`src/bpih_pkg.sv`:
```
// Shared constants, types and register map of the bridge peer init handshake.
// Assumes one clock domain and a 32-bit AHB-Lite register port.
package bpih_pkg;

	localparam int unsigned ADDR_W = 14;
	localparam int unsigned EV_W   = 6;
	localparam int unsigned CFG_N  = 11;
	localparam int unsigned CIDX_W = 4;
	localparam int unsigned BDF_W  = 16;
	localparam int unsigned PIDX_W = 8;

	// Own register offsets
	localparam logic [ADDR_W-1:0] REG_CTRL     = 14'h0000;
	localparam logic [ADDR_W-1:0] REG_STATUS   = 14'h0004;
	localparam logic [ADDR_W-1:0] REG_IBADDR   = 14'h0008;
	localparam logic [ADDR_W-1:0] REG_PEER     = 14'h000C;
	localparam logic [ADDR_W-1:0] REG_TBASE0   = 14'h0010;
	localparam logic [ADDR_W-1:0] REG_TBASE1   = 14'h0014;
	localparam logic [ADDR_W-1:0] REG_SHARED0  = 14'h0018;
	localparam logic [ADDR_W-1:0] REG_SHARED1  = 14'h001C;
	localparam logic [ADDR_W-1:0] REG_IRQ_STAT = 14'h0020;
	localparam logic [ADDR_W-1:0] REG_IRQ_MASK = 14'h0024;

	// Field positions
	localparam int unsigned CTRL_START_BIT = 0;
	localparam int unsigned STAT_XFER_BIT  = 4;
	localparam int unsigned STAT_PEER_BIT  = 5;
	localparam int unsigned PEER_BDF_LSB   = 16;

	// Event bits of the interrupt status
	localparam int unsigned EV_NOTIFY = 0;
	localparam int unsigned EV_INIT   = 1;
	localparam int unsigned EV_MAP    = 2;
	localparam int unsigned EV_OK     = 3;
	localparam int unsigned EV_REMOVE = 4;
	localparam int unsigned EV_BAD    = 5;

	// Published state codes; zero means a cleared message
	localparam logic [31:0] CODE_DOWN   = 32'h00000001;
	localparam logic [31:0] CODE_INIT   = 32'h00000002;
	localparam logic [31:0] CODE_MAP    = 32'h00000003;
	localparam logic [31:0] CODE_OK     = 32'h00000004;
	localparam logic [31:0] CODE_REMOVE = 32'h00000005;
	localparam logic [PIDX_W-1:0] PEER_NULL = 8'hFF;

	// Preloaded bridge configuration words
	localparam logic [31:0] SWITCH_CONTROL_RST = 32'h00000054;
	localparam logic [31:0] PORT_CAP_RST       = 32'h01000000;
	localparam logic [31:0] INTR_LINE_RST      = 32'h00000100;
	localparam logic [31:0] SIDE_CONTROL_RST   = 32'h00000000;
	localparam logic [31:0] INT_WIN0_RST       = 32'h80000140;
	localparam logic [31:0] EXT_WIN0_RST       = 32'h80000150;
	localparam logic [31:0] INT_WIN1_RST       = 32'h800001A0;
	localparam logic [31:0] WIN4_RST           = 32'h800000C0;

	localparam logic [ADDR_W-1:0] CFG_OFF [CFG_N] = '{
		14'h00A4, 14'h1040, 14'h2040, 14'h303C, 14'h383C, 14'h3078,
		14'h307C, 14'h387C, 14'h3084, 14'h309C, 14'h389C};
	localparam logic [31:0] CFG_RST [CFG_N] = '{
		SWITCH_CONTROL_RST, PORT_CAP_RST, PORT_CAP_RST, INTR_LINE_RST,
		INTR_LINE_RST, SIDE_CONTROL_RST, INT_WIN0_RST, EXT_WIN0_RST,
		INT_WIN1_RST, WIN4_RST, WIN4_RST};

	typedef enum logic [2:0] {
		ST_DOWN   = 3'b000,
		ST_PUB    = 3'b001,
		ST_RING   = 3'b010,
		ST_WINIT  = 3'b011,
		ST_IDLE   = 3'b100,
		ST_MAP    = 3'b101,
		ST_OK     = 3'b110,
		ST_REINIT = 3'b111
	} bpih_state_t;

	typedef struct packed {
		logic [31:0] msg3;
		logic [31:0] msg2;
		logic [31:0] msg1;
		logic [31:0] msg0;
		logic [31:0] shared1;
		logic [31:0] shared0;
	} bpih_inbound_t;

	typedef struct packed {
		logic [31:0] msg3;
		logic [31:0] msg2;
		logic [31:0] msg1;
		logic [31:0] msg0;
	} bpih_outbound_t;

endpackage

```
`src/bpih_cfg_store.sv`:
```
// Word store for the preloaded bridge configuration registers.
// Assumes indices below the entry count; read data is registered.
`timescale 1ns/1ps
module bpih_cfg_store #(
	parameter int unsigned N = bpih_pkg::CFG_N
) (
	input  wire logic                        mclk,
	input  wire logic                        resetn,
	input  wire logic                        we,
	input  wire logic [bpih_pkg::CIDX_W-1:0] wIdx,
	input  wire logic [31:0]                 wData,
	input  wire logic                        re,
	input  wire logic [bpih_pkg::CIDX_W-1:0] rIdx,
	output logic      [31:0]                 rData
);
	import bpih_pkg::*;

	logic [31:0] word_ff [N];
	logic [31:0] rData_ff;

	genvar gi;
	generate
		for (gi = 0; gi < N; gi++) begin : g_word
			always_ff @(posedge mclk) begin
				if (!resetn) begin
					word_ff[gi] <= CFG_RST[gi];
				end else if (we && wIdx == CIDX_W'(gi)) begin
					word_ff[gi] <= wData;
				end
			end
		end
	endgenerate

	// Out-of-range index reads zero rather than an undefined entry
	always_ff @(posedge mclk) begin
		if (!resetn) begin
			rData_ff <= 32'h00000000;
		end else if (re) begin
			rData_ff <= (rIdx < CIDX_W'(N)) ? word_ff[rIdx] : 32'h00000000;
		end
	end

	assign rData = rData_ff;

endmodule // bpih_cfg_store

```
`src/bpih_handshake.sv`:
```
// Endpoint-side peer init handshake controller with AHB-Lite registers.
// Assumes the root doorbell is a one-cycle pulse synchronous to mclk.
// Function
// - Start in down; on init publish inbound address and state code.
// - After publishing init, ring the doorbell toward the root.
// - Init work proceeds only on a root notification reporting init.
// - Load translation bases 0 and 1 from inbound messages 1 and 2.
// - Keep shared words 0 and 1 as peer inbound and config bases.
// - After recording the root, stay idle until a root notification reporting map.
// - On root map, take peer index from message 3, enter map, interrupt.
// - Peer identifier is the external endpoint bus, device, function number.
// - On root ok, set up transmit queue, enter ok, interrupt the root.
// - Data transfer is enabled only in the ok state.
// - In ok, root removal clears outbound messages and nulls peer index.
// - After removal drop peer data, go to init, await fresh root interrupt.
//
// Register access over AHB-Lite is this design's own decision.
`timescale 1ns/1ps
module bpih_handshake (
	input  wire logic                       mclk,
	input  wire logic                       resetn,
	input  wire logic                       hsel,
	input  wire logic [31:0]                haddr,
	input  wire logic [1:0]                 htrans,
	input  wire logic                       hwrite,
	input  wire logic [2:0]                 hsize,
	input  wire logic [31:0]                hwdata,
	input  wire logic                       hready,
	output logic      [31:0]                hrdata,
	output logic                            hreadyout,
	output logic                            hresp,
	input  wire bpih_pkg::bpih_inbound_t    rootMsg,
	input  wire logic                       rootDoorbell,
	input  wire logic [bpih_pkg::BDF_W-1:0] extBdf,
	output bpih_pkg::bpih_outbound_t        endpointMsg,
	output logic                            endpointDoorbell,
	output logic      [31:0]                transBase0,
	output logic      [31:0]                transBase1,
	output logic                            xferEnable,
	output logic                            irq
);
	import bpih_pkg::*;

	bpih_state_t     state_ff;
	bpih_state_t     nxt_state;
	bpih_outbound_t  outMsg_ff;
	logic            doorbell_ff;
	logic [31:0]     tBase0_ff;
	logic [31:0]     tBase1_ff;
	logic [31:0]     shared0_ff;
	logic [31:0]     shared1_ff;
	logic            peerKnown_ff;
	logic [PIDX_W-1:0] peerIdx_ff;
	logic [BDF_W-1:0]  peerId_ff;
	logic            xfer_ff;
	logic [31:0]     ibAddr_ff;
	logic            pend_ff;
	logic            write_ff;
	logic [31:0]     addr_ff;
	logic            cfgHit_ff;
	logic [CIDX_W-1:0] cfgIdx_ff;
	logic            hreadyout_ff;
	logic            hresp_ff;
	logic [31:0]     hrdata_ff;

	logic              accept;
	logic              wrEn;
	logic              rdEn;
	logic [CIDX_W:0]   cfgLook;
	logic [31:0]       cfgRdata;
	logic [EV_W-1:0]   evStatus;
	logic [EV_W-1:0]   evMask;
	logic [EV_W-1:0]   events;
	logic              startReq;
	logic              capture;
	logic              mapGo;
	logic              okGo;
	logic              removeGo;
	logic              republish;
	logic              badNotify;
	logic [31:0]       rootCode;

	function automatic logic [CIDX_W:0] cfgLookup(input logic [31:0] a);
		logic [CIDX_W:0] r;
		r = '0;
		for (int i = 0; i < CFG_N; i++) begin
			if (a[31:ADDR_W] == '0 && a[ADDR_W-1:0] == CFG_OFF[i]) begin
				r = {1'b1, CIDX_W'(i)};
			end
		end
		return r;
	endfunction

	// Bus front: one wait state so read data can come from a flop
	assign accept  = hsel && htrans[1] && hready;
	assign wrEn    = pend_ff && write_ff;
	assign rdEn    = pend_ff && !write_ff;
	assign cfgLook = cfgLookup(haddr);

	always_ff @(posedge mclk) begin
		if (!resetn) begin
			pend_ff      <= 1'b0;
			hreadyout_ff <= 1'b1;
			hresp_ff     <= 1'b0;
		end else begin
			pend_ff      <= accept;
			hreadyout_ff <= !accept;
			hresp_ff     <= 1'b0;
		end
	end

	always_ff @(posedge mclk) begin
		if (!resetn) begin
			write_ff  <= 1'b0;
			addr_ff   <= 32'h00000000;
			cfgHit_ff <= 1'b0;
			cfgIdx_ff <= '0;
		end else if (accept) begin
			write_ff  <= hwrite;
			addr_ff   <= haddr;
			cfgHit_ff <= cfgLook[CIDX_W];
			cfgIdx_ff <= cfgLook[CIDX_W-1:0];
		end
	end

	bpih_cfg_store #(
		.N(CFG_N)
	) u_cfg (
		.mclk  (mclk),
		.resetn(resetn),
		.we    (wrEn && cfgHit_ff),
		.wIdx  (cfgIdx_ff),
		.wData (hwdata),
		.re    (accept && !hwrite),
		.rIdx  (cfgLook[CIDX_W-1:0]),
		.rData (cfgRdata)
	);

	// Unmapped reads return zero, writes are dropped, answer stays OKAY
	always_ff @(posedge mclk) begin
		if (!resetn) begin
			hrdata_ff <= 32'h00000000;
		end else if (rdEn) begin
			if (cfgHit_ff) begin
				hrdata_ff <= cfgRdata;
			end else if (addr_ff[31:ADDR_W] != '0) begin
				hrdata_ff <= 32'h00000000;
			end else begin
				case (addr_ff[ADDR_W-1:0])
					REG_STATUS:   hrdata_ff <= {26'h0000000, peerKnown_ff, xfer_ff,
					                            1'b0, state_ff};
					REG_IBADDR:   hrdata_ff <= ibAddr_ff;
					REG_PEER:     hrdata_ff <= {peerId_ff, 8'h00, peerIdx_ff};
					REG_TBASE0:   hrdata_ff <= tBase0_ff;
					REG_TBASE1:   hrdata_ff <= tBase1_ff;
					REG_SHARED0:  hrdata_ff <= shared0_ff;
					REG_SHARED1:  hrdata_ff <= shared1_ff;
					REG_IRQ_STAT: hrdata_ff <= {26'h0000000, evStatus};
					REG_IRQ_MASK: hrdata_ff <= {26'h0000000, evMask};
					default:      hrdata_ff <= 32'h00000000;
				endcase
			end
		end
	end

	always_ff @(posedge mclk) begin
		if (!resetn) begin
			ibAddr_ff <= 32'h00000000;
		end else if (wrEn && addr_ff == {18'h00000, REG_IBADDR}) begin
			ibAddr_ff <= hwdata;
		end
	end

	assign startReq = wrEn && addr_ff == {18'h00000, REG_CTRL} && hwdata[CTRL_START_BIT];

	// Handshake decode; the root drives its own state into message 0
	assign rootCode  = rootMsg.msg0;
	assign capture   = state_ff == ST_WINIT && rootDoorbell && rootCode == CODE_INIT;
	assign mapGo     = state_ff == ST_IDLE && rootDoorbell && rootCode == CODE_MAP;
	assign okGo      = state_ff == ST_MAP && rootDoorbell && rootCode == CODE_OK;
	assign removeGo  = state_ff == ST_OK && rootDoorbell && rootCode == CODE_REMOVE;
	assign republish = state_ff == ST_REINIT && rootDoorbell && rootCode == CODE_INIT;
	assign badNotify = rootDoorbell && !(capture || mapGo || okGo || removeGo || republish);

	always_comb begin
		nxt_state = state_ff;
		case (state_ff)
			ST_DOWN:   if (startReq) nxt_state = ST_PUB;
			ST_PUB:    nxt_state = ST_RING;
			ST_RING:   nxt_state = ST_WINIT;
			ST_WINIT:  if (capture) nxt_state = ST_IDLE;
			ST_IDLE:   if (mapGo) nxt_state = ST_MAP;
			ST_MAP:    if (okGo) nxt_state = ST_OK;
			ST_OK:     if (removeGo) nxt_state = ST_REINIT;
			ST_REINIT: if (republish) nxt_state = ST_PUB;
			default:   nxt_state = ST_DOWN;
		endcase
	end

	always_ff @(posedge mclk) begin
		if (!resetn) begin
			state_ff <= ST_DOWN;
		end else begin
			state_ff <= nxt_state;
		end
	end

	// Outbound messages; message 0 carries our own state code until root removal clears it to zero
	always_ff @(posedge mclk) begin
		if (!resetn) begin
			outMsg_ff      <= '0;
			outMsg_ff.msg0 <= CODE_DOWN;
		end else if (removeGo) begin
			outMsg_ff <= '0;
		end else if (state_ff == ST_PUB) begin
			outMsg_ff.msg1 <= ibAddr_ff;
			outMsg_ff.msg0 <= CODE_INIT;
		end else if (mapGo) begin
			outMsg_ff.msg0 <= CODE_MAP;
		end else if (okGo) begin
			outMsg_ff.msg0 <= CODE_OK;
		end
	end

	// Doorbell rings one cycle after the init message is in place, and in the same cycle as the map or ok code
	always_ff @(posedge mclk) begin
		if (!resetn) begin
			doorbell_ff <= 1'b0;
		end else begin
			doorbell_ff <= state_ff == ST_RING || mapGo || okGo;
		end
	end

	always_ff @(posedge mclk) begin
		if (!resetn) begin
			tBase0_ff    <= 32'h00000000;
			tBase1_ff    <= 32'h00000000;
			shared0_ff   <= 32'h00000000;
			shared1_ff   <= 32'h00000000;
			peerKnown_ff <= 1'b0;
		end else if (removeGo) begin
			tBase0_ff    <= 32'h00000000;
			tBase1_ff    <= 32'h00000000;
			shared0_ff   <= 32'h00000000;
			shared1_ff   <= 32'h00000000;
			peerKnown_ff <= 1'b0;
		end else if (capture) begin
			tBase0_ff    <= rootMsg.msg1;
			tBase1_ff    <= rootMsg.msg2;
			shared0_ff   <= rootMsg.shared0;
			shared1_ff   <= rootMsg.shared1;
			peerKnown_ff <= 1'b1;
		end
	end

	always_ff @(posedge mclk) begin
		if (!resetn) begin
			peerIdx_ff <= PEER_NULL;
			peerId_ff  <= '0;
		end else if (removeGo) begin
			peerIdx_ff <= PEER_NULL;
			peerId_ff  <= '0;
		end else if (mapGo) begin
			peerIdx_ff <= rootMsg.msg3[PIDX_W-1:0];
			peerId_ff  <= extBdf;
		end
	end

	// Transmit queue readiness doubles as the transfer enable
	always_ff @(posedge mclk) begin
		if (!resetn) begin
			xfer_ff <= 1'b0;
		end else if (removeGo) begin
			xfer_ff <= 1'b0;
		end else if (okGo) begin
			xfer_ff <= 1'b1;
		end
	end

	assign events = {badNotify, removeGo, okGo, mapGo, capture, rootDoorbell};

	bpih_irq u_irq (
		.mclk     (mclk),
		.resetn   (resetn),
		.events   (events),
		.maskWe   (wrEn && addr_ff == {18'h00000, REG_IRQ_MASK}),
		.maskWdata(hwdata[EV_W-1:0]),
		.statRd   (rdEn && addr_ff == {18'h00000, REG_IRQ_STAT}),
		.status   (evStatus),
		.mask     (evMask),
		.irq      (irq)
	);

	assign hrdata           = hrdata_ff;
	assign hreadyout        = hreadyout_ff;
	assign hresp            = hresp_ff;
	assign endpointMsg      = outMsg_ff;
	assign endpointDoorbell = doorbell_ff;
	assign transBase0       = tBase0_ff;
	assign transBase1       = tBase1_ff;
	assign xferEnable       = xfer_ff;

	a_down_after_reset: assert property (@(posedge mclk)
		$rose(resetn) |-> state_ff == ST_DOWN && outMsg_ff.msg0 == CODE_DOWN)
		else $error("not down after reset");
	a_publish_init: assert property (@(posedge mclk) disable iff (!resetn)
		state_ff == ST_PUB |=> outMsg_ff.msg0 == CODE_INIT && outMsg_ff.msg1 == $past(ibAddr_ff))
		else $error("init not published");
	a_ring_after_pub: assert property (@(posedge mclk) disable iff (!resetn)
		state_ff == ST_PUB |=> !doorbell_ff ##1 doorbell_ff && outMsg_ff.msg0 == CODE_INIT)
		else $error("doorbell not rung after init");
	a_init_gate: assert property (@(posedge mclk) disable iff (!resetn)
		state_ff == ST_WINIT && !(rootDoorbell && rootCode == CODE_INIT) |=> state_ff == ST_WINIT)
		else $error("left init wait without root init");
	a_base_load: assert property (@(posedge mclk) disable iff (!resetn)
		capture |=> tBase0_ff == $past(rootMsg.msg1) && tBase1_ff == $past(rootMsg.msg2))
		else $error("translation bases not loaded");
	a_shared_keep: assert property (@(posedge mclk) disable iff (!resetn)
		capture |=> shared0_ff == $past(rootMsg.shared0) && shared1_ff == $past(rootMsg.shared1)
		&& peerKnown_ff)
		else $error("shared words not kept");
	a_idle_hold: assert property (@(posedge mclk) disable iff (!resetn)
		state_ff == ST_IDLE && !rootDoorbell |=> state_ff == ST_IDLE && $stable(outMsg_ff))
		else $error("advanced without notification");
	a_map_entry: assert property (@(posedge mclk) disable iff (!resetn)
		mapGo |=> state_ff == ST_MAP && doorbell_ff && outMsg_ff.msg0 == CODE_MAP
		&& peerIdx_ff == $past(rootMsg.msg3[PIDX_W-1:0]))
		else $error("map entry wrong");
	a_peer_id: assert property (@(posedge mclk) disable iff (!resetn)
		mapGo |=> peerId_ff == $past(extBdf))
		else $error("peer id not formed");
	a_ok_entry: assert property (@(posedge mclk) disable iff (!resetn)
		okGo |=> state_ff == ST_OK && doorbell_ff && xfer_ff && outMsg_ff.msg0 == CODE_OK)
		else $error("ok entry wrong");
	a_xfer_only_ok: assert property (@(posedge mclk) disable iff (!resetn)
		xfer_ff |-> state_ff == ST_OK)
		else $error("transfer enabled outside ok");
	a_teardown: assert property (@(posedge mclk) disable iff (!resetn)
		removeGo |=> outMsg_ff == '0 && peerIdx_ff == PEER_NULL && !peerKnown_ff && !xfer_ff
		&& state_ff == ST_REINIT)
		else $error("teardown incomplete");

endmodule // bpih_handshake

```
`src/bpih_irq.sv`:
```
// Sticky event status, mask and level interrupt.
// Assumes events are one-cycle pulses; a status read clears all bits except those set again in that cycle.
`timescale 1ns/1ps
module bpih_irq (
	input  wire logic                      mclk,
	input  wire logic                      resetn,
	input  wire logic [bpih_pkg::EV_W-1:0] events,
	input  wire logic                      maskWe,
	input  wire logic [bpih_pkg::EV_W-1:0] maskWdata,
	input  wire logic                      statRd,
	output logic      [bpih_pkg::EV_W-1:0] status,
	output logic      [bpih_pkg::EV_W-1:0] mask,
	output logic                           irq
);
	import bpih_pkg::*;

	logic [EV_W-1:0] status_ff;
	logic [EV_W-1:0] mask_ff;
	logic            irq_ff;
	logic [EV_W-1:0] nxt_status;

	// Set wins over the read clear so no event is lost
	assign nxt_status = (statRd ? {EV_W{1'b0}} : status_ff) | events;

	always_ff @(posedge mclk) begin
		if (!resetn) begin
			status_ff <= {EV_W{1'b0}};
		end else begin
			status_ff <= nxt_status;
		end
	end

	always_ff @(posedge mclk) begin
		if (!resetn) begin
			mask_ff <= {EV_W{1'b0}};
		end else if (maskWe) begin
			mask_ff <= maskWdata;
		end
	end

	always_ff @(posedge mclk) begin
		if (!resetn) begin
			irq_ff <= 1'b0;
		end else begin
			irq_ff <= |(status_ff & mask_ff);
		end
	end

	assign status = status_ff;
	assign mask   = mask_ff;
	assign irq    = irq_ff;

	a_event_sticky: assert property (@(posedge mclk) disable iff (!resetn)
		(|events) |=> ((status_ff & $past(events)) == $past(events)))
		else $error("event did not set its status bit");
	a_irq_level: assert property (@(posedge mclk) disable iff (!resetn)
		(|(status_ff & mask_ff)) |=> irq_ff)
		else $error("unmasked status did not raise interrupt");

endmodule // bpih_irq

```
`config.mk`:
```
export PLATFORM = sky130hd
export DESIGN_NAME = bpih_handshake
export DESIGN_NICKNAME = d
export VERILOG_FILES = /design/src/bpih_pkg.sv /design/src/bpih_cfg_store.sv /design/src/bpih_handshake.sv /design/src/bpih_irq.sv
export SDC_FILE = /design/constraint.sdc
export NUM_CORES = 1
export LEC_CHECK = 0
export BUFFER_PORTS_ARGS = -buffer_cell sky130_fd_sc_hd__buf_4
export CORE_ASPECT_RATIO = 0.9
export CORE_MARGIN = 4
export CORE_UTILIZATION = 45
export DETAILED_ROUTE_END_ITERATION = 8
export PLACE_DENSITY = 0.68
export SYNTH_ARGS = -nofsm -noshare
export SYNTH_HDL_FRONTEND = slang
export SYNTH_HIERARCHICAL = 1
export SYNTH_SLANG_ARGS = --single-unit
export TNS_END_PERCENT = 50
```
`constraint.sdc`:
```
create_clock -name mclk -period 4.6 [get_ports mclk]
set_input_delay 0.46 -clock mclk [delete_from_list [all_inputs] [get_ports mclk]]
set_output_delay 0.46 -clock mclk [all_outputs]
set_load 0.02 [all_outputs]
```
==> impl_results.md <==
* Drt pass-1 iters at 5
* Status: complete, no violations
* Clock latency on the worst-skew pair at 0.62 ns
* Fraction of layout cells with a size suffix above 1 at 0.211
* Post-DP Area at 35100 um^2
* HPWL after DPL at 64.8 mm
* Final hold violation count at 0
* H-tree levels at 3
* Gr ovfl total at 0
* Power per cell area at 350 nW/um^2
* Vias per inst at 5.52
* Class of the worst hold path: in2reg
* Vias in the first global route at 22100
* Primary FF master, synth: edfxtp_1
* DR vias at 23400
* Crit-path max FO at 19
* Avg WL per Cell at 22.9 um
* R2r setup slk at 1.56 ns
* Fin Clk Skew at 0.0227 ns
* Antenna Nets Post-Route at 0
* Post_cts resized at 0
* Critical Path AT at 3.56 ns
* Register area share after synthesis at 0.549
* Tcrit/Tclk final at 0.660
* Total power at 13.1 mW
* Setup TNS at 0 ns
* Max-slew violation count at 0
* Worst-Margin Slew at 1.21 ns
* Setup-failing EPs final at 0
* CP endpoint kind: flop
* # Post-CTS Setup Buffers at 0
* Post-synth cell types at 74
* Largest net degree at the start of global routing at 105
* Routed wire length at 97.1 mm
* Multi-input gate area at 12800 um^2
* Setup CP Type: reg2reg
* Core ar. at 69900 um^2
* Cells along the critical path: nor4b_1, nand4b_1, buf_4, o22ai_1, a221oi_1, o21ai_0
* FFs w/ async S/R, synth at 0
* Port bufs at 389
* Worst slew margin at 0.192
* Required time of the critical path at 5.13 ns
* Yosys Warn Count at 6
* GPL Wtd Cong at 0.870
* Area Growth Syn to Fin at 17.8%
* Mapped Cells at 2956
* DIE WIDTH at 288 um
* Register area at 17400 um^2
* Initial drt markers at 2217
* Mapped cell area at 31700 um^2
* Max-cap violations at 0
* Max Root-Sink Buffers at 3
* Initial antenna violation count at 2
* Residual DRC count at 0
* Slowest-stage cell, CP: nand4b_1
* Max stage delay on crit path at 0.95 ns
* Filler cell count at 6197
* CTS Root Cell: clkbuf_16
* First-pass GRT wire length at 140 mm
* Die Area at 74800 um^2
* Initial Utilization at 0.454
* Post-Place Cells at 4114
* VDD IR max at 0.295 mV
* Post-synth EDFFs at 352
* Number of buffers created by CTS at 71
* Leak at 12.9 nW
* CTS clk-pin slew, worst paths at 0.06 ns
* Non-filler cells, final at 4246
* CTS tree: yes
* Startpoint Class: flop
* Syn avg cell area at 10.7 um^2
* # rows at 92
* Die extent in y at 260 um
* Clk sinks at 694
* Gr usage total at 0.247
* # IOs at 512
* FMAX at 329 MHz
* FF+latch count, synth at 694
* Unrepaired setup endpoints after global routing: false
* Tmin final at 3.04 ns
* Nets at 3530
* Final instance area at 37400 um^2
* CTS Hold Bufs at 0
* Final Util at 0.535
[through the flow]
stage          hold WS (ns)  setup slack [ns]
2_1_floorplan         0.432            -0.140
3_3_place_gp          0.439              1.06
3_5_place_dp          0.444              1.04
4_1_cts              0.0418              1.49
5_1_grt              0.0581              1.35
6_report             0.0624              1.56
[final timing paths]
kind	start	endpoint	cells after the start
max	addr_ff[5]$_SDFFE_PN0P_	hrdata[15]$_SDFFE_PN0P_	6
min	rootMsg[167]	peerIdx_ff[7]$_SDFFE_PP1P_	3
max reg2reg	addr_ff[5]$_SDFFE_PN0P_	hrdata[15]$_SDFFE_PN0P_	6
min reg2reg	shared1_ff[14]$_SDFFE_PP0P_	shared1_ff[14]$_SDFFE_PP0P_	2
[cells in the mapped netlist, drive strengths merged (32+ instances only)]
cell type	n	area share
edfxtp	352	0.33
inv	37	0.0044
nand2	470	0.056
a32o	32	0.010
a21oi	170	0.034
o21ai	36	0.0057
buf	199	0.044
nor2	72	0.0088
a22oi	40	0.0095
or3	48	0.0095
mux2i	274	0.086
and2	333	0.066
nor2b	51	0.010
mux2	37	0.013
o22ai	75	0.015
dfxtp	342	0.22
a21boi	36	0.0085
clkbuf	131	0.016
[sequential cells by signal (all words and copies together), names as in the netlist, 3 cells and up]
register,count
u_cfg/word_ff,352
endpointMsg,35
addr_ff,32
hrdata,32
ibAddr_ff,32
shared0_ff,32
shared1_ff,32
transBase0,32
transBase1,32
u_cfg/rData,32
peerId_ff,16
peerIdx_ff,8
u_irq/mask,6
u_irq/status,6
cfgIdx_ff,4
state_ff,3
[cells by family after synthesis]
family          count (synthesis)  share of synthesized area
simple gates                 1093                      0.178
flops                         694                      0.549
compound gates                488                      0.108
buf+inv                       367                     0.0640
mux                           311                     0.0996
xor+xnor                        2                   0.000553
other cells                     1                   0.000118
[placed cells by master, fill, tap and decap left out, drive strengths merged, types with 72 or more instances in the layout]
| master | netlist | final |
|---|---|---|
| o22ai | 75 | 75 |
| and2 | 333 | 333 |
| conb | 1 | 94 |
| mux2i | 274 | 274 |
| dfxtp | 342 | 342 |
| edfxtp | 352 | 352 |
| nand2 | 470 | 470 |
| nor2 | 72 | 72 |
| clkbuf | 131 | 109 |
| buf | 199 | 455 |
| a21oi | 170 | 170 |
[worst max-delay path, delay by kind of cell, from the launching register on]
family / cells / cell delay, ns
AOI/OAI and AO/OA: 3 / 0.58
buffers and inverters: 1 / 0.49
DFF: 1 / 0.37
and+or+nand+nor: 2 / 1.50
[where the power goes]
group | total (mW) | internal (mW) | switching [mW] | leakage (nW)
Clock | 5.70 | 3.29 | 2.41 | 1.11
Combinational | 0.710 | 0.255 | 0.455 | 5.61
Sequential | 6.66 | 6.61 | 0.0471 | 6.22
Total | 13.1 | 10.2 | 2.91 | 12.9
[cell type report]
| cell class | count | share of cell area |
|---|---|---|
| flip-flops and latches | 694 | 0.466 |
| inverters | 37 | 0.00372 |
| repair buffers | 455 | 0.0941 |
| clock buffers | 109 | 0.0567 |
| multi-input cells | 1988 | 0.343 |
| diodes | 4 | 0.000268 |
| clock inverters | 19 | 0.00422 |
| well taps | 940 | 0.0315 |
[routing by layer]
layer / vias up / share of wire / GRT usage
met3: 139 / 0.089 / 0.0514
met4: 0 / 0.022 / 0.0649
li1: 10800 / - / -
met2: 1010 / 0.45 / 0.374
met1: 11500 / 0.44 / 0.362
met5: - / 0 / 0
Note: power is estimated with default switching activity, not from simulation.
